$ cat src/core/bus_event_pkg.sv
// Constants and types for the bus and cache event counter
package bus_event_pkg;
  // ****************************************
  // Event codes and unit masks
  // ****************************************
  localparam logic [7:0] EV_PREFETCH    = 8'h4e;
  localparam logic [7:0] UM_PREFETCH    = 8'h10;
  localparam logic [7:0] EV_OUTSTANDING = 8'h60;
  localparam logic [7:0] EV_HOLD_OFF    = 8'h61;
  localparam logic [7:0] EV_DATA_VALID  = 8'h62;
  localparam logic [7:0] EV_ATOMIC      = 8'h63;
  localparam logic [7:0] EV_RECEIVE     = 8'h64;
  localparam logic [7:0] EV_BURST_READ  = 8'h65;
  localparam logic [7:0] UM_OWN         = 8'h40;
  localparam logic [7:0] UM_ALL         = 8'hc0;
  // ****************************************
  // Register map and fields
  // ****************************************
  localparam logic [11:0] OFF_SELECT = 12'h000;
  localparam logic [11:0] OFF_COUNT  = 12'h004;
  localparam logic [11:0] OFF_THRESH = 12'h008;
  localparam logic [11:0] OFF_STATUS = 12'h00c;
  localparam int          SEL_ENABLE = 16;
  localparam int          SEL_RETRY  = 17;
  localparam logic [17:0] SELECT_RST = 18'h0_0000;
  localparam logic [3:0]  THRESH_RST = 4'hc;
  localparam logic [3:0]  PEND_RST   = 4'h0;
  localparam logic [31:0] COUNT_RST  = 32'h0000_0000;
  // ****************************************
  // Bus carriers
  // ****************************************
  typedef enum logic [2:0] {REQ_L1D_READ, REQ_L2_PREFETCH, REQ_RFO, REQ_IFETCH, REQ_OTHER} req_kind_t;
  typedef struct packed {
    logic      valid;
    req_kind_t kind;
    logic      cacheable;
  } bus_req_t;
  typedef struct packed {
    logic       line_done;
    logic       data_strobe;
    logic       atomic;
    logic       receiving;
    logic       hold_off;
    logic [3:0] txn_count;
  } bus_obs_t;
  typedef struct packed {
    logic hold_off;
    logic data_strobe;
    logic atomic;
  } bus_drive_t;
  typedef enum logic [1:0] {HOLD_IDLE, HOLD_FIRST, HOLD_SECOND} hold_state_t;
endpackage

$ cat src/core/bus_cache_event_counting.sv
// Bus and cache event detection, bus drive and APB-programmed event counter
`timescale 1ns/1ps
module bus_cache_event_counting (
  input  wire logic                      clk,
  input  wire logic                      rst_n,
  input  wire logic [11:0]               paddr,
  input  wire logic                      psel,
  input  wire logic                      penable,
  input  wire logic                      pwrite,
  input  wire logic [31:0]               pwdata,
  output logic [31:0]                    prdata,
  output logic                           pready,
  output logic                           pslverr,
  input  wire bus_event_pkg::bus_req_t   req_in,
  output bus_event_pkg::bus_req_t        req_grant,
  input  wire bus_event_pkg::bus_obs_t   obs,
  output bus_event_pkg::bus_drive_t      drive,
  input  wire logic                      own_data,
  input  wire logic                      lock_uc,
  input  wire logic                      lock_split,
  input  wire logic                      lock_walk,
  input  wire logic                      pf_req,
  input  wire logic                      l2_busy,
  output logic                           pf_accept,
  output logic                           pf_drop
);
  function automatic logic ev_match(input logic [17:0] sel, input logic [7:0] ev, input logic [7:0] um);
    ev_match = sel[bus_event_pkg::SEL_ENABLE] && (sel[7:0] == ev) && (sel[15:8] == um);
  endfunction

  // ****************************************
  // APB register slave
  // ****************************************
  logic [17:0] select_q, select_d;
  logic [3:0]  thresh_q, thresh_d;
  logic [31:0] count_q, count_d;
  logic [31:0] prdata_d;
  logic        pready_d, pslverr_d;
  logic        setup, wr_access, cnt_wr, retry_en;
  logic [3:0]  pending_q, pending_d;
  logic        retry_q, retry_d;
  bus_event_pkg::hold_state_t hold_q, hold_d;

  always_comb
  begin
    setup     = psel && !penable;
    wr_access = psel && penable && pready && pwrite;
    cnt_wr    = wr_access && (paddr == bus_event_pkg::OFF_COUNT);
    retry_en  = select_q[bus_event_pkg::SEL_RETRY];
    select_d  = select_q;
    thresh_d  = thresh_q;
    if (wr_access && paddr == bus_event_pkg::OFF_SELECT)
    begin
      select_d = pwdata[17:0];
    end
    if (wr_access && paddr == bus_event_pkg::OFF_THRESH)
    begin
      thresh_d = pwdata[3:0];
    end
    pready_d  = setup;
    pslverr_d = 1'b0;
    prdata_d  = 32'h0000_0000;
    if (setup && !pwrite)
    begin
      unique case (paddr)
        bus_event_pkg::OFF_SELECT: prdata_d = {14'h0000, select_q};
        bus_event_pkg::OFF_COUNT:  prdata_d = count_q;
        bus_event_pkg::OFF_THRESH: prdata_d = {28'h000_0000, thresh_q};
        bus_event_pkg::OFF_STATUS: prdata_d = {26'h000_0000, retry_q, drive.hold_off, pending_q};
        default:                   pslverr_d = 1'b1;
      endcase
    end
    else if (setup)
    begin
      pslverr_d = !(paddr == bus_event_pkg::OFF_SELECT || paddr == bus_event_pkg::OFF_COUNT
                    || paddr == bus_event_pkg::OFF_THRESH || paddr == bus_event_pkg::OFF_STATUS);
    end
  end

  always_ff @(posedge clk or negedge rst_n)
  begin
    if (!rst_n)
    begin
      select_q <= bus_event_pkg::SELECT_RST;
      thresh_q <= bus_event_pkg::THRESH_RST;
      prdata   <= 32'h0000_0000;
      pready   <= 1'b0;
      pslverr  <= 1'b0;
    end
    else
    begin
      select_q <= select_d;
      thresh_q <= thresh_d;
      prdata   <= prdata_d;
      pready   <= pready_d;
      pslverr  <= pslverr_d;
    end
  end

  // ****************************************
  // Hold-off drive and request issue
  // ****************************************
  bus_event_pkg::bus_drive_t drive_d;
  bus_event_pkg::bus_req_t   grant_d;
  logic pend_read;

  always_comb
  begin
    unique case (hold_q)
      bus_event_pkg::HOLD_IDLE:   hold_d = (obs.txn_count >= thresh_q) ? bus_event_pkg::HOLD_FIRST
                                                                       : bus_event_pkg::HOLD_IDLE;
      bus_event_pkg::HOLD_FIRST:  hold_d = bus_event_pkg::HOLD_SECOND;
      bus_event_pkg::HOLD_SECOND: hold_d = bus_event_pkg::HOLD_IDLE;
      default:                    hold_d = bus_event_pkg::HOLD_IDLE;
    endcase
    drive_d.hold_off    = (hold_d != bus_event_pkg::HOLD_IDLE);
    drive_d.data_strobe = own_data;
    drive_d.atomic      = lock_uc || lock_split || lock_walk;
    // Own hold-off for next cycle and any seen from others both block issue
    grant_d       = req_in;
    grant_d.valid = req_in.valid && !drive_d.hold_off && !obs.hold_off;
    pend_read = req_grant.valid && req_grant.cacheable
                && (req_grant.kind == bus_event_pkg::REQ_L1D_READ
                    || req_grant.kind == bus_event_pkg::REQ_L2_PREFETCH);
    pending_d = pending_q + {3'b000, pend_read} - {3'b000, obs.line_done && pending_q != 4'h0};
  end

  always_ff @(posedge clk or negedge rst_n)
  begin
    if (!rst_n)
    begin
      hold_q    <= bus_event_pkg::HOLD_IDLE;
      drive     <= '0;
      req_grant <= '0;
      pending_q <= bus_event_pkg::PEND_RST;
    end
    else
    begin
      hold_q    <= hold_d;
      drive     <= drive_d;
      req_grant <= grant_d;
      pending_q <= pending_d;
    end
  end

  // ****************************************
  // Prefetch request path
  // ****************************************
  logic pf_present, pf_refused, pf_accept_d, pf_drop_d;

  always_comb
  begin
    pf_present  = pf_req || retry_q;
    pf_refused  = pf_present && l2_busy;
    retry_d     = pf_refused && retry_en;
    pf_accept_d = pf_present && !l2_busy;
    pf_drop_d   = pf_refused && !retry_en;
  end

  always_ff @(posedge clk or negedge rst_n)
  begin
    if (!rst_n)
    begin
      retry_q   <= 1'b0;
      pf_accept <= 1'b0;
      pf_drop   <= 1'b0;
    end
    else
    begin
      retry_q   <= retry_d;
      pf_accept <= pf_accept_d;
      pf_drop   <= pf_drop_d;
    end
  end

  // ****************************************
  // Event counter
  // ****************************************
  logic [31:0] incr;
  logic        burst_read;

  always_comb
  begin
    burst_read = req_grant.valid && req_grant.cacheable
                 && req_grant.kind != bus_event_pkg::REQ_RFO
                 && req_grant.kind != bus_event_pkg::REQ_OTHER;
    incr = 32'h0000_0000;
    if (ev_match(select_q, bus_event_pkg::EV_PREFETCH, bus_event_pkg::UM_PREFETCH))
    begin
      incr = {31'h0000_0000, pf_present};
    end
    else if (ev_match(select_q, bus_event_pkg::EV_OUTSTANDING, bus_event_pkg::UM_OWN))
    begin
      incr = {28'h000_0000, pending_q};
    end
    else if (ev_match(select_q, bus_event_pkg::EV_HOLD_OFF, bus_event_pkg::UM_OWN))
    begin
      incr = {31'h0000_0000, hold_q == bus_event_pkg::HOLD_FIRST};
    end
    else if (ev_match(select_q, bus_event_pkg::EV_DATA_VALID, bus_event_pkg::UM_OWN))
    begin
      incr = {31'h0000_0000, drive.data_strobe};
    end
    else if (ev_match(select_q, bus_event_pkg::EV_DATA_VALID, bus_event_pkg::UM_ALL))
    begin
      incr = {31'h0000_0000, drive.data_strobe || obs.data_strobe};
    end
    else if (ev_match(select_q, bus_event_pkg::EV_ATOMIC, bus_event_pkg::UM_OWN))
    begin
      incr = {31'h0000_0000, drive.atomic};
    end
    else if (ev_match(select_q, bus_event_pkg::EV_ATOMIC, bus_event_pkg::UM_ALL))
    begin
      incr = {31'h0000_0000, drive.atomic || obs.atomic};
    end
    else if (ev_match(select_q, bus_event_pkg::EV_RECEIVE, bus_event_pkg::UM_OWN))
    begin
      incr = {31'h0000_0000, obs.receiving};
    end
    else if (ev_match(select_q, bus_event_pkg::EV_BURST_READ, bus_event_pkg::UM_OWN))
    begin
      incr = {31'h0000_0000, burst_read};
    end
    // Software load of the count wins over a same-cycle increment
    count_d = cnt_wr ? pwdata : count_q + incr;
  end

  always_ff @(posedge clk or negedge rst_n)
  begin
    if (!rst_n)
    begin
      count_q <= bus_event_pkg::COUNT_RST;
    end
    else
    begin
      count_q <= count_d;
    end
  end
endmodule // bus_cache_event_counting

$ cat config.mk
export PLATFORM = sky130hd
export DESIGN_NAME = bus_cache_event_counting
export DESIGN_NICKNAME = d
export VERILOG_FILES = /design/src/core/bus_event_pkg.sv /design/src/core/bus_cache_event_counting.sv
export SDC_FILE = /design/constraint.sdc
export NUM_CORES = 1
export LEC_CHECK = 0
export BUFFER_PORTS_ARGS = -buffer_cell sky130_fd_sc_hd__buf_4
export CAP_MARGIN = 40
export CORE_ASPECT_RATIO = 0.75
export CORE_MARGIN = 4
export CORE_UTILIZATION = 30
export CTS_BUF_LIST = sky130_fd_sc_hd__clkbuf_8
export DETAILED_ROUTE_END_ITERATION = 6
export GPL_TIMING_DRIVEN = 0
export PLACE_DENSITY_LB_ADDON = 0.3
export SYNTH_ARGS = -nofsm -noshare
export SYNTH_HDL_FRONTEND = slang
export SYNTH_SLANG_ARGS = --single-unit
$ cat constraint.sdc
create_clock -name clk -period 8.4 [get_ports clk]
set_clock_uncertainty 0.05 [all_clocks]
set_input_delay 0.42 -clock clk [delete_from_list [all_inputs] [get_ports clk]]
set_output_delay 0.42 -clock clk [all_outputs]
set_load 0.005 [all_outputs]
==> impl.org, run 1 <==
** Yosys
- Number of warnings reported in the yosys synthesis log :: 0
- In this run, synthesis inferred 0 flip-flops with an integrated enable.
- Largest family of logic cells by synthesized area :: simple AND/OR/NAND/NOR gates
- Multiplexer fraction of the synthesized cell area :: under 10%
- Counting flops with an async set or reset pin after synthesis yields a share of 100%.
- Synth Instances :: 470
- Synthesis instantiated 57 different standard cells from the library.
- Area fraction in compound gates after synthesis :: between 10% and 20%
- For this run, the leading register cell type out of synthesis is sky130_fd_sc_hd__dfrtp_1.
- After synthesis the cells add up to 0.00516 mm2.
- Simple-gate portion of the synthesized area :: roughly 18%
- Summing the areas of all fa, ha and maj instances in the mapped netlist gives 3.93% of the synthesized area.
- Parity-gate share of the synthesized area counting xor and xnor cells :: about 5.6%
- Average cell area after synthesis :: approximately 11 um2
- Total of flip-flops plus latches after synthesis :: ~110
- Sequential area share after synthesis :: 51.0%
- When the netlist entered floorplanning its net count stood at between 500 and 600.

** Clocking
- CTS built an H-tree with a depth of 3.
- The tree is rooted in a sky130_fd_sc_hd__clkbuf_8.
- The clock passes through at most 2 buffers.
- Counting the buffers created by CTS gives 9.
- CTS Sinks :: between 100 and 150
- The later pin in the worst-skew pair is clocked with a latency of around 0.38 ns.
- TritonCTS clock tree :: built
- Post-CTS repair changed the size of 0 cells.
- Buffers inserted to repair hold after CTS numbered 0.
- Clock Pin Slew Worst Setup and Hold Paths :: approximately 0.11 ns
- Once the clock tree was built, the setup fixing pass inserted 0 buffers.

** STA
- The number of max-slew violations in the final report was 0.
- Based on the critical path, the design can be clocked at up to approximately 240 MHz.
- The worst pin sits at a relative slew slack of 44.9%.
- Setup repair after global routing left no endpoint under its margin.
- Setup Viol. Count Final :: 0
- At the pin with the least slew margin, the transition time is 0.818 ns.
- Min Clock Period, post-route :: 4.24 ns
- For the final routed database, the setup TNS stands at 0 ns.
- Number of hold violations in the final report :: 0
- Crit share post-route :: ~50%

** Route
- 1st-pass router iterations :: 4
- After detailed routing, the total wire length is 14500 um.
- Detailed-route DRC error count :: 0
- Number of violations reported at the end of detailed-routing iteration 0 :: roughly 280
- DR vias/cell :: about 4.9
- After detailed routing, the average wire length per cell comes to 17.9 um.
- The detail route stage leaves a number of antenna-violating nets equal to 0.
- The routed layout has 4025 vias.

** Global route
- Entering global routing, the biggest net connects between 50 and 60 pins.
- Initial antenna violation count :: 0
- In the global route stage, overall resource usage came out at 15.3%.
- The total overflow left after global routing is 0.
- The first global-routing pass estimated 23400 um of wire.
- Via count of the first global-routing pass :: ~4200

** Worst setup path
- Of all nets on the critical path, the largest fanout is 10.
- Setup Crit Path Kind :: reg2reg
- Master of the slowest instance on the critical path :: sky130_fd_sc_hd__or4b_1
- For the worst setup path, the data arrival time is approximately 4.5 ns.
- Counting both buffers and inverters, the worst setup path holds a total of 2.
- CP top delay family :: compound AO/OA/AOI/OAI gates
- Nature of the critical path startpoint :: register
- Data required time of the worst path :: roughly 8.6 ns
- The critical path goes through or4b_1 -> nand3b_1 -> a211oi_1 -> a31oi_1 -> o22ai_1 -> ha_1 -> inv_1 -> fa_1 -> nor2b_1 -> o21ai_2 -> clkbuf_1 -> a2111oi_2 -> xnor2_1 -> a21oi_1.
- Element type at the critical path end :: register
- Maximum single-stage delay on the critical path :: a little over 0.6 ns

** Power
- For this design the static power due to leakage is about 0.0029 uW.
- IR Drop Worst-Case VDD :: between 70 and 80 uV
- In this run the power density over the cells is approximately 160 mW/mm2.
- Clock network fraction of design power :: approximately a third
- In this run, flip-flops and latches consume roughly 54% of the power.
- Switching power share of the total :: a little over a quarter
- Internal :: between 700 and 800 uW
- Combinational logic is responsible for 12.8% of the overall power.
- For this design the total switching power over the nets is ~270 uW.

** Status
- Result of the run :: finished, final reports clean

** Floorplanning
- Measured along the y axis, the die boundary spans ~120 um.
- Starting utilization of the core area :: between 30% and 40%
- The floorplan has between 40 and 50 rows.
- Top-Level Pins :: around 110
- Total Die Area :: ~0.019 mm2
- Total core area :: between 0.015 and 0.02 mm2
- X dimension of the die :: about 160 um

** Cells and area
- N_diodes :: 0
- P&R area growth vs syn :: 26.1%
- Final layout net count :: ~680
- The filler cells instantiated in the layout total roughly 1700.
- In the final layout, the share of cells above drive strength 1 is roughly 29%.
- Summing all non-filler instances in the final layout gives an area of 0.00651 mm2.

** Placed design
- Post-placement cell area :: approximately 0.0063 mm2
- Input and output buffers added on the ports amount to around 110.
- At the end of routability-driven placement, the weighted congestion stood at approximately 0.86.
- DP HPWL :: 11200 um

** Hold path
- In this run the worst hold path is classified as in2async.

** Run
- Maximum capacitance violations :: 0
-- flip-flops by register name, indices dropped and copies added, names as in the netlist --
signal	cells
drive	3
retry_q	1
pf_accept	1
prdata	32
req_grant	5
pready	1
thresh_q	4
hold_q	2
count_q	32
pending_q	4
select_q	18
pslverr	1
pf_drop	1
-- placed cells by master, fill, tap and decap left out, types with 14 or more instances in the layout --
cell type                  netlist  layout
sky130_fd_sc_hd__buf_4           3     115
sky130_fd_sc_hd__mux2_2         15      15
sky130_fd_sc_hd__and3_1         23      23
sky130_fd_sc_hd__nor2_1         58      58
sky130_fd_sc_hd__dfrtp_1       103     103
sky130_fd_sc_hd__nand2_1        14      14
sky130_fd_sc_hd__inv_1          19      19
sky130_fd_sc_hd__clkbuf_1       15      15
sky130_fd_sc_hd__a21oi_1        37      37
sky130_fd_sc_hd__xnor2_1        23      23
-- power groups by stage --
| stage | logic (uW) | clock network [uW] | registers (uW) |
|---|---|---|---|
| after floorplan | 64.1 | 0 | 551 |
| after global placement | 124 | 0 | 555 |
| after detailed placement | 132 | 0 | 556 |
| after CTS | 133 | 349 | 546 |
| after global routing | 150 | 366 | 549 |
| final | 130 | 336 | 545 |
-- cells in the mapped netlist, types with 6 or more instances --
| master | number | area (um2) |
|---|---|---|
| sky130_fd_sc_hd__a22oi_1 | 13 | 97.6 |
| sky130_fd_sc_hd__nor2_1 | 58 | 218 |
| sky130_fd_sc_hd__xnor2_1 | 23 | 201 |
| sky130_fd_sc_hd__a211oi_1 | 6 | 45.0 |
| sky130_fd_sc_hd__o21ai_0 | 7 | 35.0 |
| sky130_fd_sc_hd__mux2_2 | 15 | 169 |
| sky130_fd_sc_hd__xor2_1 | 10 | 87.6 |
| sky130_fd_sc_hd__inv_1 | 19 | 71.3 |
| sky130_fd_sc_hd__nand4_1 | 9 | 56.3 |
| sky130_fd_sc_hd__a21oi_1 | 37 | 185 |
| sky130_fd_sc_hd__and3_1 | 23 | 144 |
| sky130_fd_sc_hd__nand3_1 | 9 | 45.0 |
| sky130_fd_sc_hd__nand2_1 | 14 | 52.6 |
| sky130_fd_sc_hd__dfrtp_1 | 103 | 2580 |
| sky130_fd_sc_hd__clkbuf_1 | 15 | 56.3 |
| sky130_fd_sc_hd__ha_1 | 13 | 163 |
| sky130_fd_sc_hd__mux2_1 | 8 | 90.1 |
-- path summary, 6_finish.rpt --
kind | from | cells after the start | endpoint | slack, ns
setup / recovery | select_q[12] | 14 | count_q[28] | 4.16
hold / removal | rst_n | 1 | req_grant[2] | 0.06
setup reg to reg | select_q[12] | 14 | count_q[28] | 4.16
hold reg to reg | hold_q[0] | 1 | hold_q[0] | 0.41
max in group asynchronous | rst_n | 2 | prdata[19] | 7.53
min in group clk | req_in[1] | 1 | req_grant[1] | 0.10
-- logic make-up (layout without fill, tap and decap cells) --
family          Yosys count  after routing
simple gates            158            158
flops                   105            105
compound gates           88             88
buf+inv                  44            173
xor+xnor                 33             33
mux                      27             27
fa+ha+maj                15             15
-- final cells by class --
class	instances	area [um2]	share of cell area, %
Inverter	20	75.1	1.15
Buffer	24	119	1.83
Clock buffer	10	138	2.11
Tap cell	215	269	4.13
Timing Repair Buffer	113	868	13.3
Multi-Input combinational cell	321	2340	35.9
Clock inverter	6	73.8	1.13
Sequential cell	105	2630	40.4
-- layer usage --
metal,track usage [%],up-vias,part of all wire (%)
met4,2.76,0,0.90
met1,23.9,1956,52
met2,21.1,121,40
li1,-,1939,-
met3,4.43,9,7.1
met5,0,-,0
-- stage by stage --
step / hold slack, ns / utilization [%] / setup slack (ns) / cells / power (uW)
floorplan: 0.0744 / - / 4.87 / 470 / 615
global route: 0.0750 / 38.7 / 3.90 / 814 / 1060
detailed placement: 0.396 / 37.4 / 4.27 / 798 / 688
global placement: 0.369 / 37.3 / 4.28 / 797 / 678
finish: 0.0557 / 38.7 / 4.16 / 814 / 1010
CTS: 0.0688 / 38.7 / 4.24 / 814 / 1030
Power figures use the tool's default switching activity.
==> run 2, diff against run 1 <==
==> constraint.sdc (replaced) <==
create_clock -name clk -period 3.45 [get_ports clk]
set_clock_uncertainty 0.05 [all_clocks]
set_input_delay 0.1725 -clock clk [delete_from_list [all_inputs] [get_ports clk]]
set_output_delay 0.1725 -clock clk [all_outputs]
set_load 0.005 [all_outputs]
==> run 2 against run 1 <==
The run now ends with setup timing left. Hold slack worse by 0.030 ns. Via count up 7.9%. Register-to-register slack worse by 4.3 ns. First-iteration DRC count up 5.1%. Cell count up 7.2%. Global-route usage up 0.53 points. Critical path depth up 1. Cell area up 12%. Utilization up 4.6 points. Clock power rose to 2.6 times the previous value. Non-clock buffer count up 59. Largest power group unchanged.
==> impl.org, run 2 (synthesized netlist as in run 1, its figures left out) <==
** Route
- DR vias/cell :: 4.97 (was 4.94)
- The DRC violation total after the first TritonRoute iteration came to 289 (was 275).
- The number of iterations in the first detailed-routing pass came to 4 (unchanged).
- Detailed-route DRC error count :: 0 (unchanged)
- The number of nets still failing antenna checks after routing is 0 (unchanged).
- The overall routed net length came to 15200 um (was 14500 um).
- Number of vias after detailed routing :: 4343 (was 4025)
- WL/cell :: 17.5 um (was 17.9 um)

** Floorplanning
- The overall die area is 0.0194 mm2 (unchanged).
- Total core area :: 0.0168 mm2 (unchanged)
- The initial cell density of the core was 30.7% (unchanged).
- Top-Level Pins :: 113 (unchanged)
- The height of the die came to 122 um (unchanged).
- The chip width came to 159 um (unchanged).
- Site row count :: 41 (unchanged)

** Placed design
- The total instance count after detailed placement was 798 (unchanged).
- Weighted congestion at the end of routability-driven global placement :: 0.824 (was 0.860)
- The cell area after placement was 0.00631 mm2 (was 0.00630 mm2).
- Buffers added on ports :: 112 (unchanged)
- DP HPWL :: 11000 um (was 11200 um)

** Cells and area
- Top library cells by usage in the layout, fill and taps aside :: sky130_fd_sc_hd__buf_4, sky130_fd_sc_hd__dfrtp_1, sky130_fd_sc_hd__nor2_1, sky130_fd_sc_hd__dlygate4sd3_1, sky130_fd_sc_hd__a21oi_1 (was sky130_fd_sc_hd__buf_4, sky130_fd_sc_hd__dfrtp_1, sky130_fd_sc_hd__nor2_1, sky130_fd_sc_hd__a21oi_1)
- The count of nets after finishing is 737 (was 678).
- Commonest non-fill, non-tap cell in the layout :: sky130_fd_sc_hd__buf_4 (unchanged)
- The filler cell count in the final layout came to 1639 (was 1688).
- Area of all sequential standard cells :: 0.00263 mm2 (about the same)
- The final standard cell area without fillers is 0.00728 mm2 (was 0.00651 mm2).
- Number of standard cells in the final layout excluding fillers :: 873 (was 814)
- The fraction of layout cells with a size suffix above 1 is 31.8% (was 28.5%).
- Registers with the most flip-flops :: count_q (32), prdata (32), select_q (18) (unchanged)
- The area added between synthesis and finish is 41.1% (was 26.1%).
- The final design utilization is 43.3% (was 38.7%).
- The antenna diode count was 0 (unchanged).
- Total area of multi-input combinational cells :: 0.00251 mm2 (was 0.00234 mm2)

** Global route
- Initial antenna violation count :: 0 (unchanged)
- The via count of the first global-routing pass came to 4404 (was 4175).
- First-pass GRT wire length :: 24300 um (was 23400 um)
- The overall routing resource usage was 15.8% (was 15.3%).
- The pin count of the biggest net entering global routing is 57 (was 56).
- The leftover overflow at the end of global routing came to 0 (unchanged).

** Clocking
- The later-pin clock latency in the skew report came to 0.38 ns (about the same).
- The CTS buffer count is 9 (unchanged).
- The clock transition at the register clock pins on the worst setup and hold paths after CTS is 0.11 ns (about the same).
- CTS Sinks :: 105 (unchanged)
- Max Root-Sink Buffers :: 2 (unchanged)
- CTS HTree Levels :: 3 (unchanged)
- The CTS tree is built (unchanged).
- Library cell used as clock root buffer :: sky130_fd_sc_hd__clkbuf_8 (unchanged)

** STA
- Worst hold slack :: 0.0257 ns (was 0.0557 ns)
- The final hold violation count came to 0 (unchanged).
- Worst slew slack as a fraction of its limit :: 48.2% (was 44.9%)
- The achievable clock frequency came to 276 MHz (was 236 MHz).
- Fin worst setup slack :: -0.172 ns (was 4.16 ns)
- RSZ-0062 raised after global routing: true (was false).
- The fraction of the cycle the final worst path needs came to 105% (was 50.5%).
- The actual transition at the worst max-transition pin is 0.776 ns (was 0.818 ns).
- The number of max-slew violations in the final report came to 0 (unchanged).
- Min Clock Period, post-route :: 3.62 ns (was 4.24 ns)
- Setup Viol. Count Final :: 14 (was 0)

** Worst setup path
- Worst EP arrival :: 3.83 ns (was 4.45 ns)
- The kind of cell adding the most delay to the critical path was compound AO/OA/AOI/OAI gates (unchanged).
- Buf/Inv on CP :: 3 (was 2)
- The critical path startpoint category is a register (unchanged).
- The endpoint required time on the critical path came to 3.66 ns (was 8.61 ns).
- The maximum fanout along the worst path was 8 (was 10).
- CP Cell Sequence: or4b_4 -> a2111o_1 -> o22ai_2 -> a31oi_1 -> o22ai_1 -> ha_2 -> inv_2 -> fa_2 -> nor2b_4 -> o21ai_4 -> buf_8 -> buf_4 -> a211oi_4 -> xnor2_1 -> a21oi_1 (was or4b_1 -> nand3b_1 -> a211oi_1 -> a31oi_1 -> o22ai_1 -> ha_1 -> inv_1 -> fa_1 -> nor2b_1 -> o21ai_2 -> clkbuf_1 -> a2111oi_2 -> xnor2_1 -> a21oi_1).
- Master of the slowest instance on the critical path :: sky130_fd_sc_hd__or4b_4 (was sky130_fd_sc_hd__or4b_1)
- Element type at the critical path end :: register (unchanged)
- The kind of critical path is reg2reg (unchanged).
- The highest cell delay on the worst timing path came to 0.56 ns (was 0.61 ns).

** Power
- The static leakage was 0.00322 uW (was 0.00291 uW).
- PwrDens :: 355 mW/mm2 (was 155 mW/mm2)
- The largest vdd supply drop is 174 uV (was 79.8 uV).

** Status
- The checks that failed: setup timing.
- Result of the run :: finished with violations (was finished, final reports clean)

** Hold path
- Min-Delay Path Class :: in2reg (was in2async)

** Run
- Maximum capacitance violations :: 0 (unchanged)
## run 2: cell types whose count changed in the layout (fill, tap and decap cells not counted), moves of 4 or more
cell and change:
sky130_fd_sc_hd__a2111oi_2 -4, sky130_fd_sc_hd__a2111oi_4 +5, sky130_fd_sc_hd__dlygate4sd3_1 +44, sky130_fd_sc_hd__buf_4 +13, sky130_fd_sc_hd__a211oi_1 -4, sky130_fd_sc_hd__a21oi_1 -4, sky130_fd_sc_hd__a21oi_2 +4
## run 2: final timing paths
check,slack [ns],startpoint,to,depth (start not counted)
setup / recovery,-0.17,select_q[12],count_q[12],15
hold / removal,0.03,penable,pready,3
setup reg to reg,-0.17,select_q[12],count_q[12],15
hold reg to reg,0.41,hold_q[0],hold_q[0],1
max in group asynchronous,2.26,rst_n,thresh_q[3],3
min in group asynchronous,0.35,rst_n,prdata[14],2
## run 2: power breakdown
part	internal [uW]	leakage, uW	switching [uW]
clock	423	0.000117	466
combinational	192	0.00178	171
sequential	1280	0.00132	48.6
total	1900	0.00322	686
## run 2: timing repair
item | 4_1_cts | 5_1_grt
setup endpoints to repair | 25 | 27
pin swaps | 9 | 27
hold buffers | 44 | 0
gates resized for setup | 13 | 23
buffers inserted | 12 | 3
hold endpoints to repair | 105 | 0
## run 2: routing by layer
metal | up-vias | share of wire, % | global-route usage [%]
met5 | - | 0 | 0
li1 | 2049 | - | -
met3 | 14 | 6.2 | 4.09
met1 | 2143 | 51 | 23.9
met4 | 0 | 1.5 | 4.23
met2 | 137 | 42 | 22.5
## run 2: layout make-up
class | instances | area share, %
Multi-Input combinational cell | 321 | 34.5
Clock inverter | 7 | 1.46
Tap cell | 215 | 3.70
Inverter | 20 | 1.03
Timing Repair Buffer | 172 | 19.6
Clock buffer | 9 | 1.70
Buffer | 24 | 1.81
Sequential cell | 105 | 36.2
## run 2: worst min-delay path, stage by stage
cell and delay, ns:
sky130_fd_sc_hd__buf_4 0.08, sky130_fd_sc_hd__nand2b_1 0.13, sky130_fd_sc_hd__inv_1 0.05
## run 2: stage by stage
stage                     total power (uW)  setup slack [ns]  setup TNS (ns)
after floorplan                       1500           -0.0163         -0.0325
after global placement                1650            -0.456           -4.15
after detailed placement              1680            -0.508           -4.77
after CTS                             2610            -0.180           -1.61
after global routing                  2710            -0.286           -3.30
final                                 2580            -0.172           -1.56
